[src/spm_defs.svh]
// Register map, field positions, codes and timing for the port mode block
`ifndef SPM_DEFS_SVH
`define SPM_DEFS_SVH
// ----------------------------------------------------------------------
// Register offsets
// ----------------------------------------------------------------------
`define SPM_OFS_CTL      8'h00
`define SPM_OFS_STS      8'h04
`define SPM_OFS_PHY      8'h08
`define SPM_OFS_BRG      8'h0C
`define SPM_OFS_PART     8'h20
// ----------------------------------------------------------------------
// Field positions
// ----------------------------------------------------------------------
`define SPM_CTL_MODE     1:0
`define SPM_CTL_ACT      5:4
`define SPM_CTL_PSEL_LO  8
`define SPM_CTL_DEV      20:16
`define SPM_STS_INIT     0
`define SPM_STS_DONE     1
`define SPM_STS_BUSY     2
`define SPM_STS_MODE     5:4
`define SPM_PHY_ISCC     0
`define SPM_BRG_BUS      7:0
`define SPM_BRG_DEV      12:8
`define SPM_BRG_T1       16
`define SPM_PART_STATE   1:0
// ----------------------------------------------------------------------
// Codes and reset values
// ----------------------------------------------------------------------
`define SPM_MODE_DIS     2'h0
`define SPM_MODE_UP      2'h1
`define SPM_MODE_DN      2'h2
`define SPM_MODE_UNATT   2'h3
`define SPM_ACT_NONE     2'h0
`define SPM_ACT_RESET    2'h1
`define SPM_PART_DIS     2'h0
`define SPM_PART_ACTIVE  2'h1
`define SPM_DEV_RST      5'h00
// ----------------------------------------------------------------------
// Timing
// ----------------------------------------------------------------------
`define SPM_CLK_MHZ      100
`define SPM_T_NOACT_US   2000
`define SPM_T_RESET_US   2500
`endif

[src/spm_pkg.sv]
// Types shared by the port mode block
package spm_pkg;
   // Effective operating mode of the port
   typedef enum logic [3:0] {
      SPM_DIS   = 4'h1,
      SPM_UP    = 4'h2,
      SPM_DN    = 4'h4,
      SPM_UNATT = 4'h8
   } spm_mode_e;
   // Mode change sequencer
   typedef enum logic [1:0] {
      SPM_IDLE = 2'h1,
      SPM_BUSY = 2'h2
   } spm_mc_e;
endpackage : spm_pkg

[src/spm_port_mode.sv]
// Operating mode control of one switch port, with Wishbone registers
// What this block does
// - Unattached: general registers act downstream, link registers upstream
// - Unattached: ignore hot reset, DL_Down and slot power limit messages
// - Unattached: no automatic speed change unless the phy config bit allows
// - Upstream mode holds downstream outputs, hot-plug too, negated
// - Upstream bridge shows type 1 header, device zero, function zero
// - Upstream mode: link training active, behaving as upstream port
// - Downstream mode: type 1 header, link training active as downstream
// - Downstream device number comes from control field; function always zero
// - Config write applies new device number; completion carries old one
// - Register-side device number change leaves captured numbers alone
// - Mode follows control fields and partition state; boot strap at reset
// - Any change of mode, partition or device field after boot starts a mode change
// - Writing the same field values starts nothing
// - Associated partition set to disabled counts as a mode change
// - Same-partition change on disabled port runs change, stays disabled
// - Mode field disabled detaches port; change actions still run
// - New partition select detaches; mode then follows new partition
// - Initiated flag set when a mode change begins
// - Completed flag set when a mode change finishes
// - Change takes 2 ms with no action, 2.5 ms with reset
`timescale 1ns/1ns
`include "spm_defs.svh"
module spm_port_mode #(
   parameter int NPART     = 8,
   parameter int PSELW     = 3,
   parameter int CNTW      = 18,
   parameter int LAT_NOACT = `SPM_T_NOACT_US * `SPM_CLK_MHZ,
   parameter int LAT_RESET = `SPM_T_RESET_US * `SPM_CLK_MHZ,
   parameter bit HP_ATTN_NEG = 1'b1,
   parameter bit HP_RST_NEG  = 1'b1
) (
   input  wire logic             clk,              // Core clock
   input  wire logic             rst,              // Sync reset, high
   input  wire logic             ce,               // Clock enable
   input  wire logic [7:0]       wb_adr_i,         // Byte address
   input  wire logic [31:0]      wb_dat_i,         // Write data
   input  wire logic [3:0]       wb_sel_i,         // Byte enables
   input  wire logic             wb_we_i,          // Write
   input  wire logic             wb_cyc_i,         // Cycle
   input  wire logic             wb_stb_i,         // Strobe
   output logic      [31:0]      wb_dat_o,         // Read data
   output logic                  wb_ack_o,         // Acknowledge
   input  wire logic [1:0]       bootSwitchMode,   // Boot strap pins
   input  wire logic             cfgWrStb,         // Config write, port_device_number
   input  wire logic [4:0]       cfgWrDevNum,      // New device number
   input  wire logic             type0WrStb,       // Type 0 write seen
   input  wire logic [7:0]       type0WrBus,       // Bus number captured
   input  wire logic             dsAttnReq,        // Attention, asserted
   input  wire logic             dsSlotRstReq,     // Slot reset, asserted
   output logic                  cplStb,           // Config completion
   output logic      [4:0]       cplDevNum,        // Completer device
   output logic      [3:0]       portMode,         // One-hot mode
   output logic                  modeBusy,         // Change in progress
   output logic                  portReset,        // Reset action active
   output logic                  ltssmEnable,      // Link training on
   output logic                  ltssmDownstream,  // Link as downstream
   output logic                  hdrType1,         // Type 1 header
   output logic                  regDsProfile,     // Downstream registers
   output logic                  linkUsProfile,    // Upstream link regs
   output logic                  ignoreHotReset,   // Drop hot-reset TS1
   output logic                  ignoreDlDown,     // Drop DL_Down
   output logic                  ignoreSlotPwr,    // Drop slot power msg
   output logic                  autoSpeedChgEn,   // Speed change at L0
   output logic      [7:0]       capturedBus,      // Bridge bus number
   output logic      [4:0]       capturedDev,      // Bridge device number
   output logic                  hotplugAttentionInd, // Attention pin
   output logic                  hotplugSlotReset  // Slot reset pin
);
   // ----------------------------------------------------------------------
   // Elaboration checks
   // ----------------------------------------------------------------------
   if (NPART < 1 || NPART > (1 << PSELW) || NPART > 24)
      $error("NPART does not fit the partition select or register map");
   if (LAT_RESET >= (1 << CNTW) || LAT_NOACT >= (1 << CNTW) ||
       LAT_NOACT < 1 || LAT_RESET < 1)
      $error("Latency counts do not fit the counter");

   // ----------------------------------------------------------------------
   // State
   // ----------------------------------------------------------------------
   typedef struct packed {
      logic [31:0]             wbDat;
      logic                    wbAck;
      logic [2:0][1:0]         bootSync;
      logic                    booted;
      logic [1:0]              bootFill;
      logic [1:0]              mode;
      logic [1:0]              act;
      logic [PSELW-1:0]        psel;
      logic [4:0]              dev;
      logic [NPART-1:0][1:0]   partState;
      logic                    iscc;
      logic                    initFlag;
      logic                    doneFlag;
      spm_pkg::spm_mc_e        mc;
      logic [CNTW-1:0]         cnt;
      logic                    cntAct;
      spm_pkg::spm_mode_e      active;
      logic                    cplStb;
      logic [4:0]              cplDev;
      logic [7:0]              capBus;
      logic [4:0]              capDev;
      logic                    hpAttn;
      logic                    hpRst;
      logic [11:0]             outs;
   } spm_state_s;

   localparam logic [CNTW-1:0] CNT_NOACT = CNTW'(LAT_NOACT - 1);
   localparam logic [CNTW-1:0] CNT_RESET = CNTW'(LAT_RESET - 1);

   spm_state_s r;
   spm_state_s next_r;
   logic [NPART-1:0] partHit;

   // ----------------------------------------------------------------------
   // Helpers
   // ----------------------------------------------------------------------
   // Mode from control fields and partition state
   function automatic spm_pkg::spm_mode_e effMode(
      input logic [1:0] m,
      input logic [1:0] pst
   );
      spm_pkg::spm_mode_e e;
      e = spm_pkg::SPM_DIS;
      case (m)
         `SPM_MODE_UNATT: e = spm_pkg::SPM_UNATT;
         `SPM_MODE_UP:    e = spm_pkg::SPM_UP;
         `SPM_MODE_DN:    e = spm_pkg::SPM_DN;
         default:         e = spm_pkg::SPM_DIS;
      endcase
      // Attached port follows its partition's disable
      if ((m == `SPM_MODE_UP || m == `SPM_MODE_DN) &&
          pst == `SPM_PART_DIS)
         e = spm_pkg::SPM_DIS;
      return e;
   endfunction : effMode

   // Status code of an effective mode
   function automatic logic [1:0] modeCode(input spm_pkg::spm_mode_e e);
      logic [1:0] c;
      c = `SPM_MODE_DIS;
      case (e)
         spm_pkg::SPM_UP:    c = `SPM_MODE_UP;
         spm_pkg::SPM_DN:    c = `SPM_MODE_DN;
         spm_pkg::SPM_UNATT: c = `SPM_MODE_UNATT;
         default:            c = `SPM_MODE_DIS;
      endcase
      return c;
   endfunction : modeCode

   // ----------------------------------------------------------------------
   // Partition register decode
   // ----------------------------------------------------------------------
   // One address match per partition
   for (genvar g = 0; g < NPART; g++) begin : gPart
      assign partHit[g] = (wb_adr_i == 8'(`SPM_OFS_PART + 4 * g));
   end

   // ----------------------------------------------------------------------
   // Next state
   // ----------------------------------------------------------------------
   always_comb begin
      logic             wbReq;
      logic             wr;
      logic [1:0]       nm;
      logic [PSELW-1:0] ns;
      logic [4:0]       nd;
      logic             chg;
      logic             partDis;
      logic             attached;
      logic [31:0]      rd;
      spm_pkg::spm_mode_e em;
      wbReq    = 1'b0;
      wr       = 1'b0;
      nm       = 2'h0;
      ns       = '0;
      nd       = 5'h00;
      chg      = 1'b0;
      partDis  = 1'b0;
      attached = 1'b0;
      rd       = 32'h0000_0000;
      em       = spm_pkg::SPM_DIS;
      next_r   = r;
      next_r.cplStb = 1'b0;

      // Strap synchroniser, filled before the one-time capture
      next_r.bootSync = {r.bootSync[1:0], bootSwitchMode};
      if (!(&r.bootFill))
         next_r.bootFill = r.bootFill + 2'h1;
      if (!r.booted && (&r.bootFill) &&
          r.bootSync[1] == r.bootSync[2]) begin
         next_r.booted = 1'b1;
         next_r.mode   = r.bootSync[2];
         next_r.active = effMode(r.bootSync[2],
                                 r.partState[r.psel]);
      end

      // Wishbone single-cycle answer
      wbReq = wb_cyc_i && wb_stb_i && !r.wbAck;
      wr    = wbReq && wb_we_i;
      next_r.wbAck = wbReq;

      // Control field writes
      nm = r.mode;
      ns = r.psel;
      nd = r.dev;
      if (wr && wb_adr_i == `SPM_OFS_CTL) begin
         if (wb_sel_i[0]) begin
            nm          = wb_dat_i[`SPM_CTL_MODE];
            next_r.act  = wb_dat_i[`SPM_CTL_ACT];
         end
         if (wb_sel_i[1])
            ns = wb_dat_i[`SPM_CTL_PSEL_LO +: PSELW];
         if (wb_sel_i[2])
            nd = wb_dat_i[`SPM_CTL_DEV];
      end

      // Config write path: apply, then complete with old number
      if (cfgWrStb) begin
         nd              = cfgWrDevNum;
         next_r.cplStb   = 1'b1;
         next_r.cplDev   = r.dev;
      end

      // Phy link configuration
      if (wr && wb_adr_i == `SPM_OFS_PHY && wb_sel_i[0])
         next_r.iscc = wb_dat_i[`SPM_PHY_ISCC];

      // Partition state writes
      for (int i = 0; i < NPART; i++) begin
         if (wr && partHit[i] && wb_sel_i[0])
            next_r.partState[i] = wb_dat_i[`SPM_PART_STATE];
      end

      // Status flag clear, write one to clear
      if (wr && wb_adr_i == `SPM_OFS_STS && wb_sel_i[0]) begin
         if (wb_dat_i[`SPM_STS_INIT])
            next_r.initFlag = 1'b0;
         if (wb_dat_i[`SPM_STS_DONE])
            next_r.doneFlag = 1'b0;
      end

      // Mode change detection
      chg = (nm != r.mode) || (ns != r.psel) || (nd != r.dev);
      attached = (r.mode == `SPM_MODE_UP) || (r.mode == `SPM_MODE_DN);
      partDis  = attached &&
                 next_r.partState[r.psel] == `SPM_PART_DIS &&
                 r.partState[r.psel] != `SPM_PART_DIS;
      next_r.mode = r.booted ? nm : next_r.mode;
      next_r.psel = ns;
      next_r.dev  = nd;

      // Mode change sequencer; set wins over clear
      em = effMode(next_r.mode, next_r.partState[ns]);
      case (r.mc)
         spm_pkg::SPM_IDLE: begin
            if (r.active != em && !chg && !partDis && r.booted)
               next_r.active = em;
         end
         spm_pkg::SPM_BUSY: begin
            if (r.cnt == '0) begin
               next_r.mc       = spm_pkg::SPM_IDLE;
               next_r.active   = em;
               next_r.doneFlag = 1'b1;
            end else begin
               next_r.cnt = r.cnt - 1'b1;
            end
         end
         default: next_r.mc = spm_pkg::SPM_IDLE;
      endcase
      if (r.booted && (chg || partDis)) begin
         next_r.mc       = spm_pkg::SPM_BUSY;
         next_r.initFlag = 1'b1;
         next_r.cntAct   = (next_r.act == `SPM_ACT_RESET);
         next_r.cnt      = (next_r.act == `SPM_ACT_RESET) ?
                           CNT_RESET : CNT_NOACT;
      end

      // Bridge number capture on Type 0 write only
      if (type0WrStb) begin
         next_r.capBus = type0WrBus;
         next_r.capDev = (r.active == spm_pkg::SPM_UP) ?
                         `SPM_DEV_RST : r.dev;
      end

      // Hot-plug outputs, negated unless downstream
      if (next_r.active == spm_pkg::SPM_DN) begin
         next_r.hpAttn = dsAttnReq ? ~HP_ATTN_NEG : HP_ATTN_NEG;
         next_r.hpRst  = dsSlotRstReq ? ~HP_RST_NEG : HP_RST_NEG;
      end else begin
         next_r.hpAttn = HP_ATTN_NEG;
         next_r.hpRst  = HP_RST_NEG;
      end

      // Mode-derived controls
      em = next_r.active;
      next_r.outs[0]  = next_r.mc == spm_pkg::SPM_BUSY;
      next_r.outs[1]  = next_r.outs[0] && next_r.cntAct;
      next_r.outs[2]  = !next_r.outs[0] &&
                        em != spm_pkg::SPM_DIS;
      next_r.outs[3]  = em == spm_pkg::SPM_DN;
      next_r.outs[4]  = em != spm_pkg::SPM_DIS;
      next_r.outs[5]  = em == spm_pkg::SPM_DN ||
                        em == spm_pkg::SPM_UNATT;
      next_r.outs[6]  = em == spm_pkg::SPM_UP ||
                        em == spm_pkg::SPM_UNATT;
      next_r.outs[7]  = em == spm_pkg::SPM_UNATT;
      next_r.outs[8]  = em == spm_pkg::SPM_UNATT;
      next_r.outs[9]  = em == spm_pkg::SPM_UNATT;
      next_r.outs[10] = (em == spm_pkg::SPM_DN) ||
                        (em == spm_pkg::SPM_UNATT &&
                         next_r.iscc);
      next_r.outs[11] = 1'b0;

      // Read data
      case (wb_adr_i)
         `SPM_OFS_CTL: begin
            rd[`SPM_CTL_MODE]              = r.mode;
            rd[`SPM_CTL_ACT]               = r.act;
            rd[`SPM_CTL_PSEL_LO +: PSELW] = r.psel;
            rd[`SPM_CTL_DEV]               = r.dev;
         end
         `SPM_OFS_STS: begin
            rd[`SPM_STS_INIT] = r.initFlag;
            rd[`SPM_STS_DONE] = r.doneFlag;
            rd[`SPM_STS_BUSY] = r.mc == spm_pkg::SPM_BUSY;
            rd[`SPM_STS_MODE] = modeCode(r.active);
         end
         `SPM_OFS_PHY: rd[`SPM_PHY_ISCC] = r.iscc;
         `SPM_OFS_BRG: begin
            rd[`SPM_BRG_BUS] = r.capBus;
            rd[`SPM_BRG_DEV] = r.capDev;
            rd[`SPM_BRG_T1]  = r.outs[4];
         end
         default: begin
            for (int i = 0; i < NPART; i++) begin
               if (partHit[i])
                  rd[`SPM_PART_STATE] = r.partState[i];
            end
         end
      endcase
      next_r.wbDat = (wbReq && !wb_we_i) ? rd : 32'h0000_0000;
   end

   // ----------------------------------------------------------------------
   // State register
   // ----------------------------------------------------------------------
   always_ff @(posedge clk) begin
      if (rst) begin
         r           <= '0;
         r.mode      <= `SPM_MODE_DIS;
         r.act       <= `SPM_ACT_NONE;
         r.dev       <= `SPM_DEV_RST;
         r.partState <= {NPART{`SPM_PART_ACTIVE}};
         r.mc        <= spm_pkg::SPM_IDLE;
         r.active    <= spm_pkg::SPM_DIS;
         r.hpAttn    <= HP_ATTN_NEG;
         r.hpRst     <= HP_RST_NEG;
      end else if (ce) begin
         r <= next_r;
      end
   end

   // ----------------------------------------------------------------------
   // Outputs
   // ----------------------------------------------------------------------
   // Every output straight from the state register
   assign wb_dat_o            = r.wbDat;
   assign wb_ack_o            = r.wbAck;
   assign cplStb              = r.cplStb;
   assign cplDevNum           = r.cplDev;
   assign portMode            = r.active;
   assign modeBusy            = r.outs[0];
   assign portReset           = r.outs[1];
   assign ltssmEnable         = r.outs[2];
   assign ltssmDownstream     = r.outs[3];
   assign hdrType1            = r.outs[4];
   assign regDsProfile        = r.outs[5];
   assign linkUsProfile       = r.outs[6];
   assign ignoreHotReset      = r.outs[7];
   assign ignoreDlDown        = r.outs[8];
   assign ignoreSlotPwr       = r.outs[9];
   assign autoSpeedChgEn      = r.outs[10];
   assign capturedBus         = r.capBus;
   assign capturedDev         = r.capDev;
   assign hotplugAttentionInd = r.hpAttn;
   assign hotplugSlotReset    = r.hpRst;

endmodule : spm_port_mode

[config.mk]
export PLATFORM = sky130hd
export DESIGN_NAME = spm_port_mode
export DESIGN_NICKNAME = d
export VERILOG_FILES = /design/src/spm_pkg.sv /design/src/spm_port_mode.sv
export VERILOG_INCLUDE_DIRS = /design/src
export SDC_FILE = /design/constraint.sdc
export NUM_CORES = 1
export LEC_CHECK = 0
export ABC_AREA = 1
export BUFFER_PORTS_ARGS = -buffer_cell sky130_fd_sc_hd__buf_4
export CAP_MARGIN = 20
export CORE_MARGIN = 4
export CORE_UTILIZATION = 40
export CTS_CLUSTER_DIAMETER = 120
export DETAILED_ROUTE_END_ITERATION = 8
export SKIP_CTS_REPAIR_TIMING = 1
export SLEW_MARGIN = 15
export SYNTH_ARGS = -nofsm -noshare
export SYNTH_HDL_FRONTEND = slang
export SYNTH_SLANG_ARGS = --single-unit
[constraint.sdc]
create_clock -name clk -period 10.6 [get_ports clk]
set_input_delay 2.65 -clock clk [delete_from_list [all_inputs] [get_ports clk]]
set_output_delay 2.65 -clock clk [all_outputs]
set_load 0.03 [all_outputs]
### Yosys cells after proc, flatten, opt, wreduce, memory -nomap -nowiden

Index checks and enable logic that the tools add are counted.

| word-level totals | value |
|---|---|
| memories kept | 0 |
| RAM bits | 0 |
| output and inout bits | 69 |
| memory bits (read-only) | 0 |
| word-level logic and storage cells | 213 |
| input port bits | 69 |
| latch bits | 0 |
| flip-flop bits (word level) | 130 |

| cells by class | value |
|---|---|
| bitwise logic cells | 1 |
| magnitude comparators | 2 |
| $mul | 0 |
| shift operators | 0 |
| muxes and demuxes | 70 |
| divide/modulo/power cells | 0 |
| equal/unequal tests | 36 |
| add/sub/neg operators | 2 |
| reductions and logical operators | 69 |

Operators with widths:

| operator | count |
|---|---|
| $eq A8 B6 Y1 const B | 8 |
| $mux W2 | 29 |
| $mux W21 | 2 |
| $logic_and A1 B1 Y1 | 38 |
| $mux W18 | 2 |
| $mux W4 | 6 |
| $pmux W4 S3 | 2 |
| $mux W5 | 4 |
| $bmux W2 S3 | 3 |
| $logic_not A18 Y1 | 1 |
| $sub A18 B1 Y18 const B | 1 |
| $eq A8 B4 Y1 const B | 2 |
| $mux W16 | 1 |
| $eq A2 B2 Y1 const B | 7 |
| $pmux W2 S3 | 2 |
| $eq A2 B1 Y1 const B | 5 |
| $reduce_and A2 Y1 | 5 |
| $logic_or A1 B1 Y1 | 9 |
| $mux W3 | 3 |
| $eq A4 B2 Y1 const B | 2 |
| $eq A4 B3 Y1 const B | 2 |
| $eq A4 B4 Y1 const B | 2 |
| $eq A8 B3 Y1 const B | 1 |
| $logic_not A8 Y1 | 1 |
| 21 further kinds | 42 |

### Logic depth before layout (Yosys ltp)

Gate-level depths: netlist of run 1.

| depth | value |
|---|---|
| depth in word-level cells | 20 |
| depth in mapped cells | 28 |
| mapped depth without buffers | 28 |

### Worst setup path before layout of run 1

OpenSTA, ideal clock, no wires.

| path | value |
|---|---|
| path type | input-to-reg |
| from | input port wb_adr_i[5] |
| to | register r, in the netlist hotplugAttentionInd |
| path buffers | 0 |
| arrival | 5.359 ns |
| stages | 25 |
| path slack | 5.116 ns |
| library setup time | 0.126 ns |
| required time | 10.474 ns |
| path through | nor2_1 > nand2_2 > nor2_8 > nand2_2 > nand2_1 > o21ai_1 > o21ai_0 > inv_1 > ha_1 > inv_1 > or2_2 > nand3_1 > nand2_1 > nor2_1 > nand2_1 > nand2_2 > nand2_1 > nand3_1 > nand2_1 > nand2_2 > nand3_1 > nor2_1 > nand2_1 > o21ai_1 > nand2_1 |

RTL lines:

| what | line | text |
|---|---|---|
| start, declared | spm_port_mode.sv:37 | `input wire logic [7:0] wb_adr_i,` |
| end signal, assigned | spm_port_mode.sv:362 | `r <= next_r;` |
| end, declared | spm_port_mode.sv:113 | `spm_state_s r;` |

==> results of run 1 <==
through the flow:
step / utilization [%] / cells / worst slack, ps / total power, W / instance area [sq um]
finish: 48.5 / 1321 / 4460 / 0.00132 / 8160
global route: 48.5 / 1321 / 4030 / 0.00138 / 8160
CTS: 48.5 / 1321 / 4530 / 0.00133 / 8160
detailed placement: 44.7 / 1292 / 4090 / 0.000691 / 7520
global placement: 44.7 / 1292 / 4200 / 0.000689 / 7520
floorplan: - / 1056 / 5120 / 0.000635 / 7020
worst register-to-register path, stage by stage, from the launching register on:
cell and delay, ps:
dfxtp_1 320, inv_1 80, nand4_2 130, nor2_4 530, nand2_2 230, nand2_1 110
o21ai_1 80, o21ai_0 510, inv_1 100, ha_1 300, inv_1 60, or2_2 290
nand3_1 90, nand2_1 60, nor2_1 80, nand2_1 140, nand2_2 150, nand2_1 70
nand3_1 80, nand2_1 60, nand2_2 120, nand3_1 110, nor2_1 200, nand2_1 70
o21ai_1 70, nand2_1 50
layout make-up:
type	instances	area [sq um]
Inverter	146	548
Tap cell	220	275
Clock inverter	11	213
Timing Repair Buffer	105	788
Fill cell	1799	8660
Clock buffer	18	429
Multi-Input combinational cell	707	3630
Sequential cell	114	2280
sequential cells by signal (all words and copies together), names as in the netlist, 4 cells and up:
name,flops
r,57
wb_dat_o,18
capturedBus,8
capturedDev,5
cplDevNum,5
next_r,4
portMode,4
synthesized netlist by cell type (2+ instances only):
library cell  instances
ha_1                 12
clkinv_1              6
xnor2_1               4
nor2_4                4
a221oi_1              3
nor4_1                5
inv_2                 2
o211ai_2              2
a31oi_1               5
clkbuf_1             22
nand3_1              60
nor2_1               93
o2111ai_1             4
nand4_1               5
o22ai_1               4
o21ai_0              84
buf_2                 5
nand3_2               3
o221ai_1              7
o211ai_1             28
inv_1               138
nor2_2                7
buf_4                57
nor2_8                2
nand2_4               3
o41ai_1               2
or2_2                 8
nor3_1                9
a311oi_1              2
dfxtp_1             114
o311ai_0              3
xor2_1               10
a211oi_1              2
buf_1                 4
nand2_1             221
o21ai_1               5
a21oi_1              75
nand2_2              10
o31ai_1               2
report_power, final:
part	internal [W]	total (W)	switching [W]	leakage (nW)
clock network	0.000435	0.000637	0.000202	0.304
logic	0.0000737	0.000216	0.000142	2.59
registers	0.000449	0.000467	0.0000176	0.933
total	0.000958	0.00132	0.000362	3.83
per-layer routing:
metal | up-vias | wire length [um] | global-route usage [%]
met5 | - | 0 | 0
met4 | 0 | 301 | 5.10
met3 | 22 | 1120 | 4.70
met2 | 180 | 8920 | 32.1
met1 | 3046 | 9060 | 26.4
li1 | 3437 | - | -
cell families (layout without fill, tap and decap cells):
kind of cell / count (synthesis) / count (layout) / synth area share, %
other: 1 / 14 / 0.0538
buffers and inverters: 235 / 280 / 15.9
xor gates and xnor gates: 14 / 14 / 1.76
AOI/OAI and AO/OA: 234 / 234 / 19.9
DFF: 114 / 114 / 32.7
and+or+nand+nor: 433 / 433 / 27.5
adders and majority gates: 12 / 12 / 2.15
worst paths after layout:
path	start	end	slack [ps]	cells after the start
setup / recovery	wb_cyc_i	hotplugAttentionInd$_SDFFE_PP1P_	4460	25
hold / removal	wb_dat_o[1]$_SDFFE_PP0P_	wb_dat_o[1]$_SDFFE_PP0P_	460	2
setup reg to reg	wb_ack_o$_SDFFE_PP0P_	hotplugAttentionInd$_SDFFE_PP1P_	6400	25
hold reg to reg	wb_dat_o[1]$_SDFFE_PP0P_	wb_dat_o[1]$_SDFFE_PP0P_	460	2
==> impl_results.md, run 1 <==
- Post-DRT Antenna Nets: 0
- Avg Cell Area, Syn: 6.68 sq um
- Initial core utilization: 41.4%
- Clock slew at reported path FFs: 50 ps
- Final setup fails: 0
- Hold WC Path Type: register to register
- Leak: 3.83 nW
- Max-slew violations: 0
- DR pass1 iterations: 6
- Num ports: 138
- Slew @ Worst Pin: 677 ps
- Synth area leaders: dfxtp_1 33%, nand2_1 12%, inv_1 7.4%
- Seq/Total Area, Yosys: 32.7%
- Drt wl/cell: 14.7 um
- Routed vias/inst: 5.06
- Cell taking the most area after synthesis: dfxtp_1
- Critical Path Fanout Max: 27
- Crit. End Element: register
- Most frequent cells in the layout: 221 x nand2_1, 137 x inv_1, 114 x dfxtp_1, 105 x buf_4, 93 x nor2_1
- Worst VDD drop: 0.000118 V
- Max Cap Viol: 0
- Die extent in y: 140 um
- Rows: 47
- Vias in the first global route: 6284
- Cell area after synthesis: 0.00697 sq mm
- Final Hold Viols: 0
- Ys async rst share: 0%
- GRT Overall Usage: 19.7%
- Most frequent cell on the critical path: nand2_1
- Buf+Inv Stages, Crit Path: 3
- Count of cell types in the netlist: 50
- Die Area: 0.0196 sq mm
- H-Tree Depth: 4
- Worst Path Class, Setup: primary input to register
- Setup crit start kind: primary input
- Root buffer cell: clkbuf_16
- DR vias: 6685
- Global placement routability congestion: 0.885
- Starting DRT DRC Count: 445
- CP peak stage delay: 530 ps
- Dominant register cell in the synthesized netlist: dfxtp_1
- Power Dens Cells: 162 mW/mm^2
- Final period util: 57.9%
- Initial antenna violation count: 0
- Family with the most delay on the worst path: simple AND/OR/NAND/NOR gates
- Clk Latency, worst-skew pair: 420 ps
- Status: complete, no violations
- Synthesis-stage register bit count: 114
- Ys Warns: 0
- Most common cell after layout, fill and taps aside: nand2_1
- RSZ-0062 raised after global routing: false
- Clk_skew: 12.1 ps
- Hold Slack: 465 ps
- Relative slew slack: 54.7%
- Antenna fix cells: 0
- Final WL: 19.4 mm
- Worst EP required: 10900 ps
- TritonCTS clock tree: built
- F_max: 163 MHz
- CTS Sinks: 114
- CTS Buf Count: 17
- Cells after Synth: 1043
- CP max-delay cell: nor2_4
- Die Width: 140 um
- Largest net degree at the start of global routing: 56
- Drt drc: 0
- Setup_tns: 0 ps
- Area growth syn-to-layout: 17.1%
- # nets final: 1172
- Dpl hpwl: 14.2 mm
- Top cell type's share of synthesized area: 32.7%
- Fraction of layout cells with a size suffix above 1: 16.2%
- Crit path time final: 6140 ps
- CTS Buffer Depth: 2
- EDFF count, synth: 0
- Crit path DAT: 6440 ps
- Port Buffers: 102
- Core footprint: 0.0168 sq mm
- First-pass GRT wire length: 31.6 mm
- GRT overflow: 0
Power figures use the tool's default switching activity.
==> inputs of run 2 (changes only) <==
==> constraint.sdc (replaced) <==
create_clock -name clk -period 5.73 [get_ports clk]
set_input_delay 1.4325 -clock clk [delete_from_list [all_inputs] [get_ports clk]]
set_output_delay 1.4325 -clock clk [all_outputs]
set_load 0.03 [all_outputs]
==> impl_results.md, run 2 (same netlist as run 1, synthesis figures left out) <==
- Clock slew at reported path FFs: 50 ps
- Num ports: 138
- Fraction of layout cells with a size suffix above 1: 16.5%
- Final Hold Viols: 0
- Core footprint: 0.0168 sq mm
- Crit path DAT: 5130 ps
- Root buffer cell: clkbuf_16
- Die Area: 0.0196 sq mm
- DR vias: 6718
- CTS Buffer Depth: 2
- Hold Slack: 464 ps
- Final period util: 84.5%
- CTS Buf Count: 17
- Setup crit start kind: primary input
- Die extent in y: 140 um
- Number of cells after detailed placement: 1294
- CTS Sinks: 114
- Port Buffers: 102
- DR pass1 iterations: 5
- Final setup fails: 0
- Rows: 47
- Largest net degree at the start of global routing: 56
- Area growth syn-to-layout: 16.8%
- Slew @ Worst Pin: 757 ps
- Drt drc: 0
- Routed vias/inst: 5.06
- Worst Path Class, Setup: primary input to register
- RSZ-0062 raised after global routing: false
- Dpl hpwl: 14.2 mm
- Max Cap Viol: 0
- Power Dens Cells: 287 mW/mm^2
- Largest Register: r
- Total power: 0.00234 W
- Drt wl/cell: 14.8 um
- FILL cells: 1820
- Critical Path Fanout Max: 25
- Setup_tns: 0 ps
- Starting DRT DRC Count: 373
- Most frequent cells in the layout: 221 x nand2_1, 137 x inv_1, 114 x dfxtp_1, 107 x buf_4, 93 x nor2_1
- Relative slew slack: 49.5%
- Crit path time final: 4840 ps
- Crit. End Element: register
- Leak: 3.83 nW
- TritonCTS clock tree: built
- Vias in the first global route: 6222
- H-Tree Depth: 4
- Antenna fix cells: 0
- Initial core utilization: 41.4%
- Clk_skew: 11.6 ps
- Max-slew violations: 0
- Status: complete, no violations
- GRT overflow: 0
- Most common cell after layout, fill and taps aside: nand2_1
- Worst EP required: 6020 ps
- Initial antenna violation count: 0
- Clk Latency, worst-skew pair: 420 ps
- Global placement routability congestion: 0.888
- Non-Filler Instances: 1327
- Hold WC Path Type: register to register
- Final WL: 19.7 mm
- F_max: 207 MHz
- Die Width: 140 um
- Max FFs per register: 57
- # nets final: 1175
- Post-DRT Antenna Nets: 0
- Worst VDD drop: 0.000214 V
- GRT Overall Usage: 19.8%
- First-pass GRT wire length: 31.7 mm
run 2: changes by cell type in the layout (fill, tap and decap cells not counted), sizes merged:
cell	previous run	this run
buf	105	108
bufinv	6	2
clkbuf	18	23
clkinv	8	11
clkinvlp	3	2
run 2: final cells by class:
cell class,instances,area (sq um),area share (%)
repair buffers,108,818,10.1
clock inverters,9,104,1.28
well taps,220,275,3.38
inverters,146,548,6.73
flip-flops and latches,114,2280,28.0
multi-input cells,707,3630,44.5
clock buffers,23,488,5.99
run 2: worst max-delay path, stage by stage:
cell and delay, ps:
buf_4 90, nand4_2 150, nor2_4 490, nand2_2 230, o21ai_0 220, inv_1 70, o21ai_0 340, inv_1 150
ha_1 300, inv_1 60, or2_2 280, nand3_1 80, nand2_1 50, nor2_1 80, nand2_1 140, nand2_2 130
nand2_1 60, nand3_1 80, nand2_1 60, nand2_2 110, nand3_1 100, nor2_1 210, nand2_1 80, o21ai_1 80
nand2_1 50
run 2: final timing paths:
path / from / end / slack, ps / cells past startpoint
hold reg to reg: r[37]$_SDFFE_PP0P_ / r[37]$_SDFFE_PP0P_ / 460 / 2
hold / removal: r[37]$_SDFFE_PP0P_ / r[37]$_SDFFE_PP0P_ / 460 / 2
setup reg to reg: wb_ack_o$_SDFFE_PP0P_ / hotplugSlotReset$_SDFFE_PP1P_ / 1610 / 25
setup / recovery: wb_cyc_i / hotplugSlotReset$_SDFFE_PP1P_ / 890 / 25
run 2: stage by stage:
stage,utilization (%),setup WS (ps),cell area (sq um)
2_1_floorplan,-,1460,7020
3_3_place_gp,44.8,518,7530
3_5_place_dp,44.8,448,7530
4_1_cts,48.3,879,8130
5_1_grt,48.4,368,8140
6_report,48.4,890,8140
run 2: power breakdown:
| group | leakage, nW | total [W] | internal, W | switching, W |
|---|---|---|---|---|
| sequential | 0.933 | 0.000864 | 0.000831 | 0.0000328 |
| clock | 0.289 | 0.00107 | 0.000683 | 0.000386 |
| combinational | 2.61 | 0.000402 | 0.000138 | 0.000264 |
run 2: routing by layer:
layer,track usage [%],part of all wire [%],up-vias
met5,0,0,-
met4,5.15,1.0,0
met3,4.29,5.2,16
met2,32.0,47,163
met1,26.9,47,3095
li1,-,-,3444
